===== src/shared/sto_pkg.sv =====
// Constants, carriers and types for the safe torque-off monitor.
// Assumes a 50 MHz logic clock and a 32-bit APB master with 12 address bits.
// Behaviour
// Motor may be driven only while both torque-off inputs are high.
// Either input low removes the gate-driver supply, so no switch turns on.
// Cut path needs no software and overrides the processor gate commands.
// Millisecond monitoring runs only while software has set the enable bit.
// Activation stops torque immediately: running state and gates drop at once.
// After inputs return high, motion resumes only on a new start command.
// Each millisecond, input low with supply still present sets the fault flag; here only if the previous sample was low too and no self-test runs.
// A detected fault may drive a software-selected digital output.
// Self-test runs after power-on, on register command or script request.
// Failed self-test stops the gates, sets a flag, may drive an output.
// Both inputs must always match; lasting mismatch is a circuit fault.
// Status LED shows torque-off faults with the voltage-fault blink pattern.
// Variant without circuit uses general digital inputs one and two.
// Trip state survives power cycles through a retained trip pin.
// All pin inputs pass two synchroniser flops before any logic.
package sto_pkg;

    localparam int CLK_PERIOD_NS       = 20;
    localparam int MS_NS               = 1000000;
    localparam int MS_CYCLES           = MS_NS / CLK_PERIOD_NS;
    localparam int SELFTEST_CUT_MS     = 5;
    localparam int SELFTEST_RESTORE_MS = 5;
    localparam int LED_STEP_MS         = 100;

    localparam logic [7:0]  LED_FAULT_PATTERN = 8'h05;

    localparam logic [11:0] CTRL_OFFSET   = 12'h000;
    localparam logic [11:0] CONFIG_OFFSET = 12'h004;
    localparam logic [11:0] STATUS_OFFSET = 12'h008;

    localparam int CTRL_MONITOR_BIT  = 0;
    localparam int CTRL_START_BIT    = 1;
    localparam int CTRL_SELFTEST_BIT = 2;
    localparam int CTRL_CLEAR_BIT    = 3;

    localparam int CFG_OUT_EN_BIT  = 0;
    localparam int CFG_OUT_SEL_LSB = 1;
    localparam int CFG_GENERAL_BIT = 4;

    localparam int STAT_INPUTS_OK_BIT  = 0;
    localparam int STAT_RUNNING_BIT    = 1;
    localparam int STAT_STO_FAULT_BIT  = 2;
    localparam int STAT_ST_FAIL_BIT    = 3;
    localparam int STAT_MISMATCH_BIT   = 4;
    localparam int STAT_TRIP_BIT       = 5;
    localparam int STAT_ST_BUSY_BIT    = 6;
    localparam int STAT_SUPPLY_BIT     = 7;
    localparam int STAT_INPUT_A_BIT    = 8;
    localparam int STAT_INPUT_B_BIT    = 9;

    localparam logic       MONITOR_RESET = 1'b0;
    localparam logic       OUT_EN_RESET  = 1'b0;
    localparam logic [2:0] OUT_SEL_RESET = 3'h0;
    localparam logic       GENERAL_RESET = 1'b0;

    // Index of each bit in the synchronised pin vector
    localparam int PIN_A       = 0;
    localparam int PIN_B       = 1;
    localparam int PIN_GEN1    = 2;
    localparam int PIN_GEN2    = 3;
    localparam int PIN_SUPPLY  = 4;
    localparam int PIN_VFAULT  = 5;
    localparam int PIN_RESTORE = 6;
    localparam int PIN_COUNT   = 7;

    typedef struct packed {
        logic        psel;
        logic        penable;
        logic        pwrite;
        logic [11:0] paddr;
        logic [31:0] pwdata;
    } apb_req_s;

    typedef struct packed {
        logic        pready;
        logic [31:0] prdata;
        logic        pslverr;
    } apb_rsp_s;

    typedef enum logic [1:0] {
        ST_IDLE    = 2'b00,
        ST_CUT     = 2'b01,
        ST_RESTORE = 2'b11
    } selftest_e;

endpackage : sto_pkg


===== src/logic/pin_sync.sv =====
// Two-flop synchroniser for a vector of unrelated pin levels.
// Assumes each bit is an independent level; no bus coherence is kept.
`timescale 1ns/100ps
module pin_sync #(
    parameter int WIDTH = 1
) (
    input  wire logic             i_mclk,
    input  wire logic             i_reset_n,
    input  wire logic [WIDTH-1:0] i_async,
    output logic      [WIDTH-1:0] o_sync
);

    typedef struct packed {
        logic meta;
        logic stable;
    } sync_s;

    genvar g;
    generate
        for (g = 0; g < WIDTH; g++)
        begin : g_bit
            sync_s q;
            sync_s next_q;

            // two flops
            always_comb
            begin
                next_q.meta   = i_async[g];
                next_q.stable = q.meta;
            end

            // Reset to low: reads as torque off until the pin settles
            always_ff @(posedge i_mclk or negedge i_reset_n)
            begin
                if (!i_reset_n)
                    q <= '0;
                else
                    q <= next_q;
            end

            assign o_sync[g] = q.stable;
        end
    endgenerate

endmodule : pin_sync


===== src/logic/sto_monitor.sv =====
// Safe torque-off supervision: supply cut, gate gating, monitor, self-test.
// Assumes an APB master on i_mclk and pin inputs asynchronous to it.
//
// Design decisions made here: the APB register port and the placing of the registers.
`timescale 1ns/100ps
module sto_monitor #(
    parameter int MS_CYCLES = sto_pkg::MS_CYCLES,
    parameter int N_GATES   = 6,
    parameter int N_DOUT    = 8
) (
    input  wire logic               i_mclk,
    input  wire logic               i_reset_n,
    input  wire sto_pkg::apb_req_s  i_apb,
    output sto_pkg::apb_rsp_s       o_apb,
    input  wire logic               i_torque_off_input_a,
    input  wire logic               i_torque_off_input_b,
    input  wire logic               i_general_input_1,
    input  wire logic               i_general_input_2,
    input  wire logic               i_driver_supply_ok,
    input  wire logic               i_voltage_fault,
    input  wire logic               i_trip_restored,
    input  wire logic               i_script_selftest,
    input  wire logic [N_GATES-1:0] i_pwm_gates,
    output logic                    o_driver_supply_en,
    output logic      [N_GATES-1:0] o_gates,
    output logic      [N_DOUT-1:0]  o_fault_dout,
    output logic                    o_status_led,
    output logic                    o_trip_retained
);

    localparam logic [19:0] MS_LAST      = 20'(MS_CYCLES - 1);
    localparam logic [7:0]  CUT_LAST     = 8'(sto_pkg::SELFTEST_CUT_MS - 1);
    localparam logic [7:0]  RESTORE_LAST = 8'(sto_pkg::SELFTEST_RESTORE_MS - 1);
    localparam logic [7:0]  LED_LAST     = 8'(sto_pkg::LED_STEP_MS - 1);

    generate
        if (MS_CYCLES < 2 || MS_CYCLES > 1048576)
        begin : g_bad_ms
            $error("MS_CYCLES outside 2 to 2**20");
        end
        if (N_DOUT < 2 || N_DOUT > 8)
        begin : g_bad_dout
            $error("N_DOUT outside 2 to 8");
        end
        if (N_GATES < 1 || N_GATES > 32)
        begin : g_bad_gates
            $error("N_GATES outside 1 to 32");
        end
    endgenerate

    typedef struct packed {
        logic [19:0]          ms_cnt;
        logic                 tick;
        sto_pkg::selftest_e   st;
        logic [7:0]           st_ms;
        logic                 monitor_en;
        logic                 out_en;
        logic [2:0]           out_sel;
        logic                 use_general;
        logic                 running;
        logic                 sto_fault;
        logic                 st_fail;
        logic                 mismatch;
        logic                 trip;
        logic                 boot;
        logic                 prev_low;
        logic                 prev_mis;
        logic [7:0]           led_ms;
        logic [2:0]           led_step;
        logic                 led;
        logic                 supply_en;
        logic [N_GATES-1:0]   gates;
        logic [N_DOUT-1:0]    dout;
        sto_pkg::apb_rsp_s    apb;
    } state_s;

    state_s q;
    state_s next_q;

    logic [sto_pkg::PIN_COUNT-1:0] pins_async;
    logic [sto_pkg::PIN_COUNT-1:0] pins;
    logic                          in_a;
    logic                          in_b;
    logic                          both_high;
    logic                          supply_ok;

    assign pins_async[sto_pkg::PIN_A]       = i_torque_off_input_a;
    assign pins_async[sto_pkg::PIN_B]       = i_torque_off_input_b;
    assign pins_async[sto_pkg::PIN_GEN1]    = i_general_input_1;
    assign pins_async[sto_pkg::PIN_GEN2]    = i_general_input_2;
    assign pins_async[sto_pkg::PIN_SUPPLY]  = i_driver_supply_ok;
    assign pins_async[sto_pkg::PIN_VFAULT]  = i_voltage_fault;
    assign pins_async[sto_pkg::PIN_RESTORE] = i_trip_restored;

    // pin synchroniser
    pin_sync #(
        .WIDTH (sto_pkg::PIN_COUNT)
    ) u_pin_sync (
        .i_mclk    (i_mclk),
        .i_reset_n (i_reset_n),
        .i_async   (pins_async),
        .o_sync    (pins)
    );

    // general input fallback
    assign in_a      = q.use_general ? pins[sto_pkg::PIN_GEN1] : pins[sto_pkg::PIN_A];
    assign in_b      = q.use_general ? pins[sto_pkg::PIN_GEN2] : pins[sto_pkg::PIN_B];
    // both inputs high
    assign both_high = in_a & in_b;
    assign supply_ok = pins[sto_pkg::PIN_SUPPLY];

    logic        setup;
    logic        access;
    logic        hit;
    logic [31:0] rdata;
    logic        wr_ctrl;
    logic        wr_cfg;
    logic        start_cmd;
    logic        selftest_cmd;
    logic        clear_cmd;
    logic        selftest_req;
    logic        any_fault;
    logic        show_fault;

    always_comb
    begin
        setup  = i_apb.psel & ~i_apb.penable;
        access = i_apb.psel & i_apb.penable & q.apb.pready;
        hit    = (i_apb.paddr == sto_pkg::CTRL_OFFSET)
               | (i_apb.paddr == sto_pkg::CONFIG_OFFSET)
               | (i_apb.paddr == sto_pkg::STATUS_OFFSET);
        rdata  = 32'h0;
        unique case (i_apb.paddr)
            sto_pkg::CTRL_OFFSET:
                rdata[sto_pkg::CTRL_MONITOR_BIT] = q.monitor_en;
            sto_pkg::CONFIG_OFFSET:
            begin
                rdata[sto_pkg::CFG_OUT_EN_BIT]                        = q.out_en;
                rdata[sto_pkg::CFG_OUT_SEL_LSB+2:sto_pkg::CFG_OUT_SEL_LSB] = q.out_sel;
                rdata[sto_pkg::CFG_GENERAL_BIT]                       = q.use_general;
            end
            sto_pkg::STATUS_OFFSET:
            begin
                rdata[sto_pkg::STAT_INPUTS_OK_BIT] = both_high;
                rdata[sto_pkg::STAT_RUNNING_BIT]   = q.running;
                rdata[sto_pkg::STAT_STO_FAULT_BIT] = q.sto_fault;
                rdata[sto_pkg::STAT_ST_FAIL_BIT]   = q.st_fail;
                rdata[sto_pkg::STAT_MISMATCH_BIT]  = q.mismatch;
                rdata[sto_pkg::STAT_TRIP_BIT]      = q.trip;
                rdata[sto_pkg::STAT_ST_BUSY_BIT]   = (q.st != sto_pkg::ST_IDLE);
                rdata[sto_pkg::STAT_SUPPLY_BIT]    = supply_ok;
                rdata[sto_pkg::STAT_INPUT_A_BIT]   = in_a;
                rdata[sto_pkg::STAT_INPUT_B_BIT]   = in_b;
            end
            default:
                rdata = 32'h0;
        endcase
        wr_ctrl      = access & i_apb.pwrite & (i_apb.paddr == sto_pkg::CTRL_OFFSET);
        wr_cfg       = access & i_apb.pwrite & (i_apb.paddr == sto_pkg::CONFIG_OFFSET);
        start_cmd    = wr_ctrl & i_apb.pwdata[sto_pkg::CTRL_START_BIT];
        selftest_cmd = wr_ctrl & i_apb.pwdata[sto_pkg::CTRL_SELFTEST_BIT];
        clear_cmd    = wr_ctrl & i_apb.pwdata[sto_pkg::CTRL_CLEAR_BIT];
        // command or script request
        selftest_req = selftest_cmd | i_script_selftest;
    end

    always_comb
    begin
        next_q = q;

        // Millisecond enable
        next_q.tick = 1'b0;
        if (q.ms_cnt == MS_LAST)
        begin
            next_q.ms_cnt = 20'h0;
            next_q.tick   = 1'b1;
        end
        else
            next_q.ms_cnt = q.ms_cnt + 20'h1;

        // Zero-wait slave: answer lands in the first access cycle
        next_q.apb.pready  = setup;
        next_q.apb.prdata  = setup ? rdata : 32'h0;
        next_q.apb.pslverr = setup & ~hit;

        if (wr_ctrl)
            // monitor enable
            next_q.monitor_en = i_apb.pwdata[sto_pkg::CTRL_MONITOR_BIT];
        if (wr_cfg)
        begin
            next_q.out_en      = i_apb.pwdata[sto_pkg::CFG_OUT_EN_BIT];
            next_q.out_sel     = i_apb.pwdata[sto_pkg::CFG_OUT_SEL_LSB+2:sto_pkg::CFG_OUT_SEL_LSB];
            next_q.use_general = i_apb.pwdata[sto_pkg::CFG_GENERAL_BIT];
        end

        // Clear first so a fault raised in the same cycle survives
        if (clear_cmd)
        begin
            next_q.sto_fault = 1'b0;
            next_q.st_fail   = 1'b0;
            next_q.mismatch  = 1'b0;
        end

        // self-test sequence, reset lands in ST_CUT for power-on
        unique case (q.st)
            sto_pkg::ST_IDLE:
                if (selftest_req)
                begin
                    next_q.st    = sto_pkg::ST_CUT;
                    next_q.st_ms = 8'h0;
                end
            sto_pkg::ST_CUT:
                if (q.tick)
                begin
                    if (q.st_ms == CUT_LAST)
                    begin
                        // supply failed to drop
                        if (supply_ok)
                            next_q.st_fail = 1'b1;
                        next_q.st    = sto_pkg::ST_RESTORE;
                        next_q.st_ms = 8'h0;
                    end
                    else
                        next_q.st_ms = q.st_ms + 8'h1;
                end
            sto_pkg::ST_RESTORE:
                if (q.tick)
                begin
                    if (q.st_ms == RESTORE_LAST)
                    begin
                        // supply failed to return
                        if (both_high & ~supply_ok)
                            next_q.st_fail = 1'b1;
                        next_q.st = sto_pkg::ST_IDLE;
                    end
                    else
                        next_q.st_ms = q.st_ms + 8'h1;
                end
            default:
                next_q.st = sto_pkg::ST_IDLE;
        endcase

        // millisecond sampling
        if (q.tick)
        begin
            next_q.prev_low = ~both_high;
            next_q.prev_mis = in_a ^ in_b;
            // One tick of grace lets the supply fall before a fault counts
            if (q.monitor_en & ~both_high & q.prev_low & supply_ok & (q.st == sto_pkg::ST_IDLE))
                next_q.sto_fault = 1'b1;
            // lasting mismatch
            if (q.monitor_en & (in_a ^ in_b) & q.prev_mis)
                next_q.mismatch = 1'b1;
        end

        any_fault = next_q.sto_fault | next_q.st_fail | next_q.mismatch;

        // fresh start needed
        if (start_cmd & both_high & ~any_fault & (q.st == sto_pkg::ST_IDLE) & ~selftest_req)
        begin
            next_q.running = 1'b1;
            next_q.trip    = 1'b0;
        end
        // immediate stop
        if (~both_high | next_q.st_fail | (next_q.st != sto_pkg::ST_IDLE))
            next_q.running = 1'b0;

        // trip retention; synced pins read low for two cycles after reset, so only the retained pin counts then
        if (~both_high & ~(q.boot & (q.ms_cnt < 20'h2)))
            next_q.trip = 1'b1;
        if (q.boot & pins[sto_pkg::PIN_RESTORE])
            next_q.trip = 1'b1;
        if (q.boot & q.tick)
            next_q.boot = 1'b0;

        // supply cut
        next_q.supply_en = both_high & (next_q.st != sto_pkg::ST_CUT);
        // gates overridden
        if (next_q.running & next_q.supply_en & ~next_q.st_fail)
            next_q.gates = i_pwm_gates;
        else
            next_q.gates = '0;

        // fault output
        next_q.dout = '0;
        for (int k = 0; k < N_DOUT; k++)
            if (q.out_en & any_fault & (q.out_sel == 3'(k)))
                next_q.dout[k] = 1'b1;

        // shared blink pattern
        show_fault = next_q.sto_fault | next_q.mismatch | next_q.st_fail | pins[sto_pkg::PIN_VFAULT];
        if (q.tick)
        begin
            if (q.led_ms == LED_LAST)
            begin
                next_q.led_ms   = 8'h0;
                next_q.led_step = q.led_step + 3'h1;
            end
            else
                next_q.led_ms = q.led_ms + 8'h1;
        end
        next_q.led = show_fault ? sto_pkg::LED_FAULT_PATTERN[q.led_step] : 1'b1;
    end

    always_ff @(posedge i_mclk or negedge i_reset_n)
    begin
        if (!i_reset_n)
        begin
            q             <= '0;
            q.st          <= sto_pkg::ST_CUT;
            q.boot        <= 1'b1;
            q.monitor_en  <= sto_pkg::MONITOR_RESET;
            q.out_en      <= sto_pkg::OUT_EN_RESET;
            q.out_sel     <= sto_pkg::OUT_SEL_RESET;
            q.use_general <= sto_pkg::GENERAL_RESET;
        end
        else
            q <= next_q;
    end

    assign o_apb              = q.apb;
    assign o_driver_supply_en = q.supply_en;
    assign o_gates            = q.gates;
    assign o_fault_dout       = q.dout;
    assign o_status_led       = q.led;
    assign o_trip_retained    = q.trip;

endmodule : sto_monitor


===== config.mk =====
export PLATFORM = sky130hd
export DESIGN_NAME = sto_monitor
export DESIGN_NICKNAME = d
export VERILOG_FILES = /design/src/shared/sto_pkg.sv /design/src/logic/pin_sync.sv /design/src/logic/sto_monitor.sv
export SDC_FILE = /design/constraint.sdc
export NUM_CORES = 1
export LEC_CHECK = 0
export ABC_AREA = 1
export BUFFER_PORTS_ARGS = -buffer_cell sky130_fd_sc_hd__buf_2
export CORE_ASPECT_RATIO = 1.5
export CORE_UTILIZATION = 35
export DETAILED_ROUTE_END_ITERATION = 16
export PLACE_DENSITY = 0.66
export SLEW_MARGIN = 20
export SYNTH_ARGS = -nofsm -noshare
export SYNTH_HDL_FRONTEND = slang
export SYNTH_HIERARCHICAL = 1
export SYNTH_SLANG_ARGS = --single-unit
export TNS_END_PERCENT = 1

===== constraint.sdc =====
create_clock -name i_mclk -period 2 [get_ports i_mclk]
set_input_delay 0.2 -clock i_mclk [delete_from_list [all_inputs] [get_ports i_mclk]]
set_output_delay 0.2 -clock i_mclk [all_outputs]
set_load 0.02 [all_outputs]

== Word level (Yosys, flattened, before mapping) ==
Memories as Yosys holds them, arrays and structs flattened.
Cells that the tools add are included.

* Input port bits: 63
* Bits in registers: 98
* Output and inout port bits: 51
* Logic and storage cells: 177
* Memory bits (read-only): 8
* Memories: 1

{| class="wikitable"
|+ Memory list
! memory !! depth !! width !! read ports !! clocked after Yosys merged registers in !! wr ports !! line !! RTL
|-
| (name not given) || 8 || 1 || 1 || 0 || 0 || sto_monitor.sv:302 || <nowiki>next_q.led = show_fault ? sto_pkg::LED_FAULT_PATTERN[q.led_step] : 1'b1;</nowiki>
|}

* Bitwise gates (word level): 57
* Reduce and logical (&&, ||, !) cells: 9
* Mux-type cells: 46
* Add/sub/neg operators: 4
* Equality and inequality tests: 19
* Order comparisons: 2

{| class="wikitable"
|+ Operators by type and width
! operator !! count
|-
| 10-bit 2-to-1 mux || 4
|-
| 1-bit AND || 38
|-
| 1-bit 2-to-1 mux || 28
|-
| 8-bit 2-to-1 mux || 3
|-
| 8-bit case mux with 3 select lines || 1
|-
| 20-bit by 1-bit adder with 20-bit output, second input constant || 1
|-
| 20-bit by 16-bit == test with 1-bit output, second input constant || 1
|-
| 20-bit by 2-bit less-than comparator with 1-bit output, second input constant || 1
|-
| 20-bit 2-to-1 mux || 1
|-
| 8-bit by 1-bit adder with 8-bit output, second input constant || 2
|-
| 12-bit by 3-bit == test with 1-bit output, second input constant || 1
|-
| 12-bit by 4-bit == test with 1-bit output, second input constant || 1
|-
| 3-bit == test, second input constant || 4
|-
| 12-bit logical NOT || 1
|-
| 1-bit bitwise OR || 10
|-
| 8-bit by 3-bit == test with 1-bit output, second input constant || 1
|-
| 8-bit by 7-bit == test with 1-bit output, second input constant || 1
|-
| 2-bit != test, second input constant || 4
|-
| 1-bit NOT || 8
|-
| 4-bit case mux with 2 select lines || 1
|-
| 3-bit by 2-bit == test with 1-bit output, second input constant || 2
|-
| 6-bit 2-to-1 mux || 1
|-
| 2-bit case mux with 3 select lines || 1
|-
| 3-bit nonzero test || 2
|-
| other kinds (17) || 19
|}

== Depth between registers and ports, before layout ==
Gate-level depths: netlist of run 1.

* Depth in word-level cells: 21
* Mapped depth: 14
* Mapped depth without buffers: 14

== Modules after synthesis ==
The synthesis of run 1 kept the hierarchy.

{| class="wikitable"
|+ Modules (own cells, without submodules)
! module !! seq. area each (sq um) !! cells each !! times used !! area an instance (sq um)
|-
| sto_monitor || 2104.5 || 513 || 1 || 4342.9
|-
| pin_sync || 350.3 || 14 || 1 || 350.3
|}

== Worst setup path before layout of run 1 ==
No wires, ideal clock.

* Kind: reg-to-reg
* Start: register q[69] in the netlist's numbering
* End: register q, in the netlist o_gates[0]
* Arrival time: 1780 ps
* Path buffers: 0
* Setup time: 72 ps
* Period minus slack after synthesis: 1852 ps
* Path slack: 148 ps
* Required time: 1928 ps
* Cell stages (with the launch flop): 15
* Cell sequence: dfrtp_1 -> inv_1 -> or2_2 -> o21ai_0 -> inv_1 -> ha_1 -> nand2_1 -> inv_1 -> nand4_1 -> nand2_1 -> a21oi_1 -> nand3_2 -> nand2_2 -> nand2_2 -> nor2_1

{| class="wikitable"
|+ RTL lines
! what !! line !! RTL
|-
| start: declaration || sto_monitor.sv:77 || <nowiki>state_s q;</nowiki>
|-
| start signal: assignment || sto_monitor.sv:318 || <nowiki>q <= next_q;</nowiki>
|}

==> run summary, run 1 <==
status -> completed
clk_skew -> 0.00726 ns
Synth Area in Simple Gates -> 22.9%
Vias/cell -> 4.72
maximum vdd ir drop -> 0.373 mV
drt drc -> 0
M3 GR Usage -> 4.07%
Syn Inst Count -> 527
GR Util met1 -> 16.3%
Leak Pwr -> 2.92 nW
Starting Density -> 36.1%
Worst Path Max Fanout -> 8
Hold Path Class -> in -> reg
pin count of the biggest net entering global routing -> 39
Placed Cells -> 736
IO Count -> 114
Tcrit/Tclk final -> 97.3%
Hold EP -> o_gates[2]
total die area -> 13900 um^2
Core ar. -> 13000 um^2
post-synthesis mux area share -> 0%
WHS Path Cells -> 3
main combinational cell family by area after synthesis -> simple AND/OR/NAND/NOR gates
sequential-to-total area share from yosys stat -> 52.3%
Synth Cell Area -> 4690 um^2
clk buf depth -> 2
Adder-Cell Fraction of Synth Area -> 1.60%
pre-CTS setup slack -> -0.101 ns
pwr/cell area -> 741 nW/um^2
Detail Placement HPWL -> 7610 um
area delta synth->final -> 18.3%
EDFF count, synth -> 0
Layout Cells excl Fill -> 759
Fin Setup TNS -> 0 ns
CP arrival -> 2.19 ns
Post-DRT Antenna Nets -> 0
Yosys warning count -> 6
post-layout min period -> 1.95 ns
Reg clk slew, reported paths -> 0.07 ns
maxcap violations -> 0
Final WS setup -> 0.0530 ns
DIE WIDTH -> 96.6 um
crit start category -> register
FMAX -> 514 MHz
initial antenna violation count -> 0
crit path cell chain -> or2_4, o21ai_2, inv_1, ha_2, buf_4, inv_1, nand4_1, nand2_1, nor2_2, nand2_2, nand2_4, nor3_1
number of global-route vias before repair -> 3587
Syn Area/Cell -> 8.91 um^2
Post-CTS Setup Bufs -> 0
Final Slew Violations -> 0
total number of vias -> 3585
worst flop-to-flop path endpoint -> o_fault_dout[6]
H-Tree Depth -> 3
Placer Congestion -> 0.836
# port buffers -> 64
Root Buffer -> clkbuf_16
data required time of the worst path -> 2.25 ns
Iter 0 DRT Violations -> 194
Core Util, Final -> 42.6%
Num CTS Buffers -> 9
global route hottest layer -> met2
Routed WL per cell -> 13.2 um
Final Power -> 4.11 mW
Synth Area in Compound Gates -> 6.03%
CP delay by family, top -> simple AND/OR/NAND/NOR gates
global-route wire length before repair -> 16300 um
# setup viols final -> 0
fin nets -> 665
Netlist cell types -> 40
die height -> 144 um
hold wc startpoint -> i_pwm_gates[2]
cells on worst reg2reg path -> 12
Clk Latency, worst-skew pair -> 0.34 ns
Worst path max stage delay -> 0.40 ns
ys async rst share -> 100%
#FFs+latches synth -> 98
grt met2 use -> 27.2%
drt total wl -> 10000 um
FF-to-FF setup slack -> 0.05 ns
Worst slew margin -> 61.3%
measured slew at the worst slew-check pin -> 0.575 ns
overall routing resource usage -> 15.2%
dominant synthesized flop cell -> dfrtp_1
Crit path buffers/inverters -> 3
Layout fillers -> 1274
RSZ-0062 raised after global routing -> yes
Num Clock Sinks -> 98
final hold vios -> 0
crit path capture type -> register
Post-Synth XOR/XNOR Area -> 3.17%
slowest stage cell on the critical path -> dfrtp_1
critical path class -> reg -> reg
# rows -> 51
antenna cells -> 0
1st-pass router iterations -> 4
share of layout cells above drive strength 1 -> 23.3%
grt ovf -> 0
cell repeated most along the worst path -> inv_1
CP startpoint -> u_pin_sync/o_sync[3]
CTS tree -> done
worst flop-to-flop path startpoint -> u_pin_sync/o_sync[3]
==> cells in the final DEF (no fill, tap or decap), types with 3 or more instances in the layout <==
cell type / Yosys / final
nor4_1: 10 / 10
o31ai_1: 3 / 3
dlygate4sd3_1: 0 / 8
inv_1: 76 / 73
xor2_1: 14 / 14
nand3_1: 25 / 25
nor2_2: 6 / 10
nor3_1: 17 / 10
nor3_2: 2 / 8
inv_2: 1 / 4
xnor2_1: 3 / 3
ha_1: 6 / 5
nor2_1: 58 / 53
nand2_2: 5 / 5
nand2_1: 85 / 83
buf_4: 48 / 14
o21ai_0: 17 / 15
a21oi_1: 16 / 15
buf_2: 1 / 63
conb_1: 1 / 22
nand4_1: 11 / 11
dfrtp_1: 96 / 96
clkbuf_16: 0 / 9
==> cell type report <==
cell class                 count  area [um^2]  area share (%)
tap                          159          199            3.58
clock inverter                 5         86.3            1.56
sequential                    98         2450            44.2
multi-input combinational    324         1760            31.7
timing repair buffer          86          520            9.38
clock buffer                  10          239            4.31
inverter                      77          289            5.21
==> synthesized netlist by cell type (all sizes together) (6+ instances only) <==
master   n  area share, %
nand4   12            1.7
o21ai   17            1.8
nand2   90            7.5
xor2    14            2.6
buf     49            7.8
nor2    65            5.7
dfrtp   96             51
nand3   26            2.9
a21oi   16            1.7
nor3    20            2.6
nor4    10            1.3
ha       6            1.6
inv     77            6.2
==> sequential cells by signal (all words and copies together), names as in the netlist <==
| signal | flops |
|---|---|
| u_pin_sync/g_bit.next_q | 7 |
| o_status_led | 1 |
| q | 55 |
| o_driver_supply_en | 1 |
| o_gates | 6 |
| o_apb | 12 |
| o_trip_retained | 1 |
| o_fault_dout | 8 |
| u_pin_sync/o_sync | 7 |
==> worst max path at each step <==
stage / end / slack [ns] / cells past startpoint
CTS: o_fault_dout[5] / -0.002 / 13
floorplan: o_gates[0] / 0.15 / 14
detailed placement: o_fault_dout[3] / -0.10 / 12
finish: o_fault_dout[6] / 0.05 / 12
global route: o_fault_dout[6] / -0.07 / 13
global placement: o_gates[2] / -0.04 / 13
==> cells by family after synthesis <==
kind of cell               after synthesis
and+or+nand+nor                        231
DFF                                     98
buffers and inverters                  126
AOI/OAI and AO/OA                       48
xor gates and xnor gates                17
other                                    1
adders and majority gates                6
==> timing repair <==
item / 4_1_cts / 5_1_grt
endpoints found under the setup margin: 15 / 24
hold buffers: 8 / 0
resized for setup: 7 / 23
gates cloned: 0 / 0
pin swaps: 0 / 8
hold endpoints to repair: 42 / 0
==> tightest hold or removal path, cell delays in order <==
cell and delay (ns):
buf_2 0.10, inv_1 0.05, nor2_2 0.03
==> report_power, final <==
| part | total [mW] | internal (mW) | switching (mW) |
|---|---|---|---|
| Combinational | 0.222 | 0.0761 | 0.146 |
| Sequential | 2.03 | 2.01 | 0.0187 |
| Clock | 1.86 | 1.13 | 0.730 |
| Total | 4.11 | 3.22 | 0.894 |
==> per-stage QoR <==
| stage | instance area, um^2 | hold slack (ns) |
|---|---|---|
| floorplan | 4770 | -0.0956 |
| global placement | 5050 | 0.202 |
| detailed placement | 5050 | 0.210 |
| CTS | 5470 | 0.0517 |
| global route | 5550 | 0.0763 |
| finish | 5550 | 0.0750 |
==> routing by layer <==
metal | up-vias | wire [um]
li1 | 1758 | -
met1 | 1691 | 3780
met2 | 112 | 5390
met3 | 24 | 544
met4 | 0 | 308
met5 | - | 0
(Power assumes the default switching activity.)
==> run 2, diff against run 1 <==
--- a/config.mk
+++ b/config.mk
@@ -5,11 +5,11 @@
 export SDC_FILE = /design/constraint.sdc
 export NUM_CORES = 1
 export LEC_CHECK = 0
-export ABC_AREA = 1
 export BUFFER_PORTS_ARGS = -buffer_cell sky130_fd_sc_hd__buf_2
 export CORE_ASPECT_RATIO = 1.5
 export CORE_UTILIZATION = 35
 export DETAILED_ROUTE_END_ITERATION = 16
+export HOLD_SLACK_MARGIN = 0.06
 export PLACE_DENSITY = 0.66
 export SLEW_MARGIN = 20
 export SYNTH_ARGS = -nofsm -noshare
==> run 2 against run 1 <==
Compared with the run above:
- the flow now finishes with violations (negative setup slack)
- clock skew increased by 0.0014 ns
- sequential power about the same
- die area decreased by 0.89%
- hold slack improved by 0.0098 ns
- synthesized cell count decreased by 23%
- critical endpoint is now o_gates[2]
==> run summary, run 2 <==
CTS tree -> done
clk_skew -> 0.00863 ns
Largest register FFs -> 55
Synth area leaders -> dfrtp_1, buf_4, xnor2_1
total die area -> 13800 um^2
worst flop-to-flop path endpoint -> o_gates[2]
data required time of the worst path -> 2.24 ns
Synth Area in Compound Gates -> 7.37%
maximum vdd ir drop -> 0.543 mV
# port buffers -> 64
final hold vios -> 0
largest area contributor in the netlist -> dfrtp_1
critical path class -> reg -> reg
Vias/cell -> 4.82
Tcrit/Tclk final -> 104%
global-route wire length before repair -> 15000 um
pwr/cell area -> 687 nW/um^2
RSZ-0062 raised after global routing -> yes
Num Clock Sinks -> 98
hold wc startpoint -> i_pwm_gates[5]
Synth Cell Area -> 4650 um^2
ys async rst share -> 100%
Most flops, register -> q
Syn Area/Cell -> 11.5 um^2
IO Count -> 114
most frequent cell after synthesis -> dfrtp_1
share of layout cells above drive strength 1 -> 30.5%
cells on worst reg2reg path -> 5
Detail Placement HPWL -> 6580 um
post-layout min period -> 2.09 ns
Post-Synth XOR/XNOR Area -> 5.46%
WHS Path Cells -> 3
Leak Pwr -> 2.66 nW
most frequent cells after synthesis -> dfrtp_1, buf_4, nor2_1
FMAX -> 479 MHz
worst flop-to-flop path startpoint -> q[81]
Final Slew Violations -> 0
sequential-to-total area share from yosys stat -> 52.8%
pre-CTS setup slack -> -0.168 ns
Core Util, Final -> 42.4%
failing checks -> negative setup slack
Placer Congestion -> 0.794
top cell type's share of synthesized area -> 51.7%
main combinational cell family by area after synthesis -> simple AND/OR/NAND/NOR gates
Post-DRT Antenna Nets -> 0
commonest cells after routing, fill and taps aside -> dfrtp_1, buf_2, nor2_1, buf_4, conb_1
Num CTS Buffers -> 9
Yosys warning count -> 6
Routed WL per cell -> 13.8 um
Synth Area in Simple Gates -> 19.2%
drt total wl -> 8850 um
1st-pass router iterations -> 4
antenna cells -> 0
Syn Inst Count -> 404
# rows -> 51
overall routing resource usage -> 14.2%
Netlist cell types -> 69
Core ar. -> 13000 um^2
drt drc -> 0
hold_ws -> 0.0847 ns
Layout fillers -> 1240
FF-to-FF setup slack -> -0.09 ns
Iter 0 DRT Violations -> 113
crit start category -> register
Placed Area -> 5080 um^2
pin count of the biggest net entering global routing -> 61
Starting Density -> 35.9%
Final WS setup -> -0.0892 ns
Finished Cell Area -> 5490 um^2
crit path capture type -> register
maxcap violations -> 0
Adder-Cell Fraction of Synth Area -> 1.61%
EDFF count, synth -> 0
number of global-route vias before repair -> 3216
status -> finished with violations
most common cell after layout, fill and taps aside -> dfrtp_1
Hold Path Class -> in -> reg
Clk Latency, worst-skew pair -> 0.35 ns
post-synthesis mux area share -> 3.09%
clk buf depth -> 2
dominant synthesized flop cell -> dfrtp_1
fin nets -> 546
grt ovf -> 0
die height -> 143 um
CP arrival -> 2.33 ns
DIE WIDTH -> 96.1 um
H-Tree Depth -> 3
#FFs+latches synth -> 98
initial antenna violation count -> 0
Reg clk slew, reported paths -> 0.06 ns
Worst Path Max Fanout -> 7
Root Buffer -> clkbuf_16
total number of vias -> 3092
# setup viols final -> 7
Fin Setup TNS -> -0.369 ns
Hold EP -> o_gates[5]
area delta synth->final -> 18.1%
[run 2: cell type report]
| type | instances | area (um^2) | share of cell area [%] |
|---|---|---|---|
| clock inverters | 5 | 31.3 | 0.569 |
| multi-input cells | 253 | 1870 | 34.1 |
| repair buffers | 99 | 633 | 11.5 |
| clock buffers | 11 | 243 | 4.42 |
| flip-flops and latches | 98 | 2450 | 44.7 |
| inverters | 16 | 60.1 | 1.09 |
| well taps | 159 | 199 | 3.62 |
[run 2: what timing repair did]
item / 4_1_cts / 5_1_grt
gates resized for setup: 6 / 3
endpoints found under the setup margin: 19 / 21
pin swaps: 1 / 5
setup buffers: 0 / 0
hold buffers: 9 / 0
endpoints found under the hold margin: 104 / 0
[run 2: metal layers]
layer	vias to the layer above	wire (um)	GRT usage (%)
li1	1471	-	-
met1	1539	3580	16.1
met2	67	4750	25.0
met3	15	322	3.41
met4	0	205	6.05
met5	-	0	0
[run 2: worst max path at each step]
stage / start / end / slack, ns / depth (start not counted)
finish: q[81] / o_gates[2] / -0.09 / 5
global route: q[69] / o_gates[2] / -0.18 / 7
CTS: q[79] / o_gates[2] / -0.10 / 5
detailed placement: q[69] / o_gates[2] / -0.17 / 7
global placement: q[69] / o_trip_retained / -0.11 / 7
floorplan: q[69] / o_gates[0] / 0.0004 / 7
[run 2: per-stage QoR]
step,total power [mW],cells
after global routing,3.92,641
final,3.77,641
after global placement,2.21,616
after detailed placement,2.22,616
after CTS,3.82,641
after floorplan,2.15,425
[run 2: worst max-delay path, stage by stage (launching register included)]
cell	delay, ns
dfrtp_1	0.38
or4_4	0.62
o311a_1	0.40
a31oi_4	0.21
o211ai_4	0.18
nor4_2	0.19
[run 2: cells by family after synthesis]
family	count (synthesis)
simple gates	147
flops	98
buf+inv	74
compound gates	36
xor+xnor	29
mux	13
fa+ha+maj	6
other cells	1
[run 2: power by group]
| part | total (mW) | internal [mW] | switching (mW) |
|---|---|---|---|
| sequential | 2.00 | 2.00 | 0.00577 |
| combinational | 0.191 | 0.0671 | 0.124 |
| clock | 1.58 | 0.872 | 0.707 |
| total | 3.77 | 2.94 | 0.837 |
==> run 3, diff against run 2 <==
--- a/config.mk
+++ b/config.mk
@@ -6,7 +6,7 @@
 export NUM_CORES = 1
 export LEC_CHECK = 0
 export BUFFER_PORTS_ARGS = -buffer_cell sky130_fd_sc_hd__buf_2
-export CORE_ASPECT_RATIO = 1.5
+export CORE_ASPECT_RATIO = 0.8
 export CORE_UTILIZATION = 35
 export DETAILED_ROUTE_END_ITERATION = 16
 export HOLD_SLACK_MARGIN = 0.06
@@ -14,6 +14,5 @@
 export SLEW_MARGIN = 20
 export SYNTH_ARGS = -nofsm -noshare
 export SYNTH_HDL_FRONTEND = slang
-export SYNTH_HIERARCHICAL = 1
 export SYNTH_SLANG_ARGS = --single-unit
 export TNS_END_PERCENT = 1
==> constraint.sdc (replaced) <==
create_clock -name i_mclk -period 2 [get_ports i_mclk]
set_input_delay 0 -clock i_mclk [delete_from_list [all_inputs] [get_ports i_mclk]]
set_output_delay 0 -clock i_mclk [all_outputs]
set_load 0.02 [all_outputs]
==> run 3 against run 2 <==
Compared with the run above:
- clock skew fell by 0.0039 ns
- highest routed layer unchanged
- wire length rose by 2.4%
- the flow still finishes with violations (negative setup slack)
- largest power group unchanged
- critical path type unchanged
- first-iteration DRC count rose by 55%
- via count rose by 0.45%
==> run summary, run 3 <==
GR Util met1 -> 18.6%
WHS Path Cells -> 3
drt total wl -> 9060 um
maximum vdd ir drop -> 0.415 mV
Most flops, register -> q
Largest register FFs -> 55
Num Clock Sinks -> 98
CTS tree -> done
total number of vias -> 3106
Netlist cell types -> 56
1st-pass router iterations -> 4
top cell type's share of synthesized area -> 52.5%
Placed Area -> 5050 um^2
Post-DRT Antenna Nets -> 0
Clk pwr share -> 43.2%
die height -> 104 um
Synth area leaders -> dfrtp_1, buf_4, xnor2_1
Core Util, Final -> 45.6%
CP arrival -> 2.42 ns
Root Buffer -> clkbuf_16
M3 GR Usage -> 4.63%
Iter 0 DRT Violations -> 175
most common cell after layout, fill and taps aside -> dfrtp_1
largest area contributor in the netlist -> dfrtp_1
Worst slew margin -> 56.1%
# rows -> 36
crit start category -> register
Hold Path Class -> in -> reg
post-layout min period -> 2.17 ns
register cell area after layout -> 2450 um^2
most frequent cells after synthesis -> dfrtp_1, buf_4, nor2_1
grt ovf -> 0
Comb pwr share -> 6.8%
Syn Inst Count -> 400
pwr/cell area -> 710 nW/um^2
failing checks -> negative setup slack
Placer Congestion -> 0.797
sequential power share -> 50.0%
Routed WL per cell -> 13.5 um
ys async rst share -> 100%
RSZ-0062 raised after global routing -> yes
# setup viols final -> 17
final hold vios -> 0
IO Count -> 114
EDFF count, synth -> 0
critical path class -> reg -> reg
clk_skew -> 0.00470 ns
Tcrit/Tclk final -> 108%
DIE WIDTH -> 130 um
Multi-input gate area -> 1870 um^2
global route hottest layer -> met2
Psw -> 0.906 mW
H-Tree Depth -> 3
Reg clk slew, reported paths -> 0.07 ns
status -> finished with violations
dominant synthesized flop cell -> dfrtp_1
overall routing resource usage -> 14.4%
fin nets -> 564
pin count of the biggest net entering global routing -> 50
area delta synth->final -> 24.5%
share of layout cells above drive strength 1 -> 30.1%
cells on worst reg2reg path -> 5
antenna cells -> 0
Core ar. -> 12500 um^2
number of global-route vias before repair -> 3143
Syn Area/Cell -> 11.4 um^2
Detail Placement HPWL -> 6480 um
grt met2 use -> 22.8%
FMAX -> 462 MHz
Vias/cell -> 4.64
clk buf depth -> 2
Layout fillers -> 1174
Starting Density -> 36.7%
commonest cells after routing, fill and taps aside -> dfrtp_1, buf_2, nor2_1, buf_4, dlygate4sd3_1
drt drc -> 0
#FFs+latches synth -> 98
initial antenna violation count -> 0
Finished Cell Area -> 5690 um^2
crit path capture type -> register
Worst Path Max Fanout -> 7
Synth Cell Area -> 4570 um^2
Final WS setup -> -0.165 ns
Pint -> 3.14 mW
total die area -> 13500 um^2
global-route wire length before repair -> 15000 um
maxcap violations -> 0
Sw Share -> 22.4%
Clk Latency, worst-skew pair -> 0.35 ns
# port buffers -> 64
Final Slew Violations -> 0
Leak Pwr -> 2.70 nW
most frequent cell after synthesis -> dfrtp_1
measured slew at the worst slew-check pin -> 0.659 ns
sequential-to-total area share from yosys stat -> 53.7%
Yosys warning count -> 0
data required time of the worst path -> 2.25 ns
Num CTS Buffers -> 9
run 3: cell families after synthesis:
family	Yosys count	synth area share [%]
xor gates and xnor gates	28	5.36
AOI/OAI and AO/OA	44	7.63
and+or+nand+nor	146	19.1
other	1	0.0820
muxes	14	3.42
DFF	98	53.7
adders and majority gates	6	1.64
buffers and inverters	63	9.11
run 3: final timing paths:
check	start	endpoint	slack (ns)
worst min register to register	u_pin_sync.g_bit[3].next_q[0]	u_pin_sync.o_sync[3]	0.35
worst max register to register	q[82]	o_gates[0]	-0.17
min in group asynchronous	i_reset_n	q[70]	0.23
worst min-delay path	i_script_selftest	q[83]	0.08
max in group asynchronous	i_reset_n	q[65]	1.21
worst max-delay path	q[82]	o_gates[0]	-0.17
run 3: area by class of cell:
cell class / instances / share of cell area [%]
repair buffers: 116 / 14.2
flip-flops and latches: 98 / 43.1
well taps: 171 / 3.76
multi-input cells: 260 / 32.9
clock buffers: 10 / 4.20
inverters: 10 / 0.659
clock inverters: 5 / 1.10
run 3: power by group through the flow:
stage	Sequential [mW]	Combinational [mW]	Clock [mW]
2_1_floorplan	2.06	0.133	0
3_3_place_gp	2.06	0.223	0
3_5_place_dp	2.06	0.228	0
4_1_cts	2.02	0.270	1.78
5_1_grt	2.02	0.305	1.86
6_report	2.02	0.275	1.74
run 3: what timing repair did:
action	4_1_cts	5_1_grt
setup buffers	0	1
hold buffers	24	0
setup endpoints to repair	17	25
pin swaps	4	3
hold endpoints to repair	67	0
resized for setup	6	9
run 3: worst max-delay path, cell delays in order, from the launching register on:
cell and delay [ns]:
dfrtp_1 0.38, or4_4 0.55, or4_4 0.44, o211a_4 0.17, o22a_4 0.29, nor4b_4 0.23
run 3: metrics by stage:
step / hold slack [ns] / setup slack [ns] / total power [mW] / setup TNS [ns] / instances
detailed placement: 0.0803 / -0.188 / 2.29 / -2.25 / 630
finish: 0.0761 / -0.165 / 4.04 / -1.69 / 670
CTS: 0.0774 / -0.149 / 4.07 / -1.53 / 669
global route: 0.0746 / -0.247 / 4.19 / -3.28 / 670
global placement: 0.0732 / -0.194 / 2.28 / -1.13 / 630
floorplan: -0.296 / -0.0626 / 2.19 / -0.467 / 421
run 3: layer usage:
layer	vias to the layer above	wire length (um)	share of wire, %
li1	1523	-	-
met5	-	0	0
met3	6	305	3.4
met4	0	89	0.98
met2	45	4430	49
met1	1532	4240	47
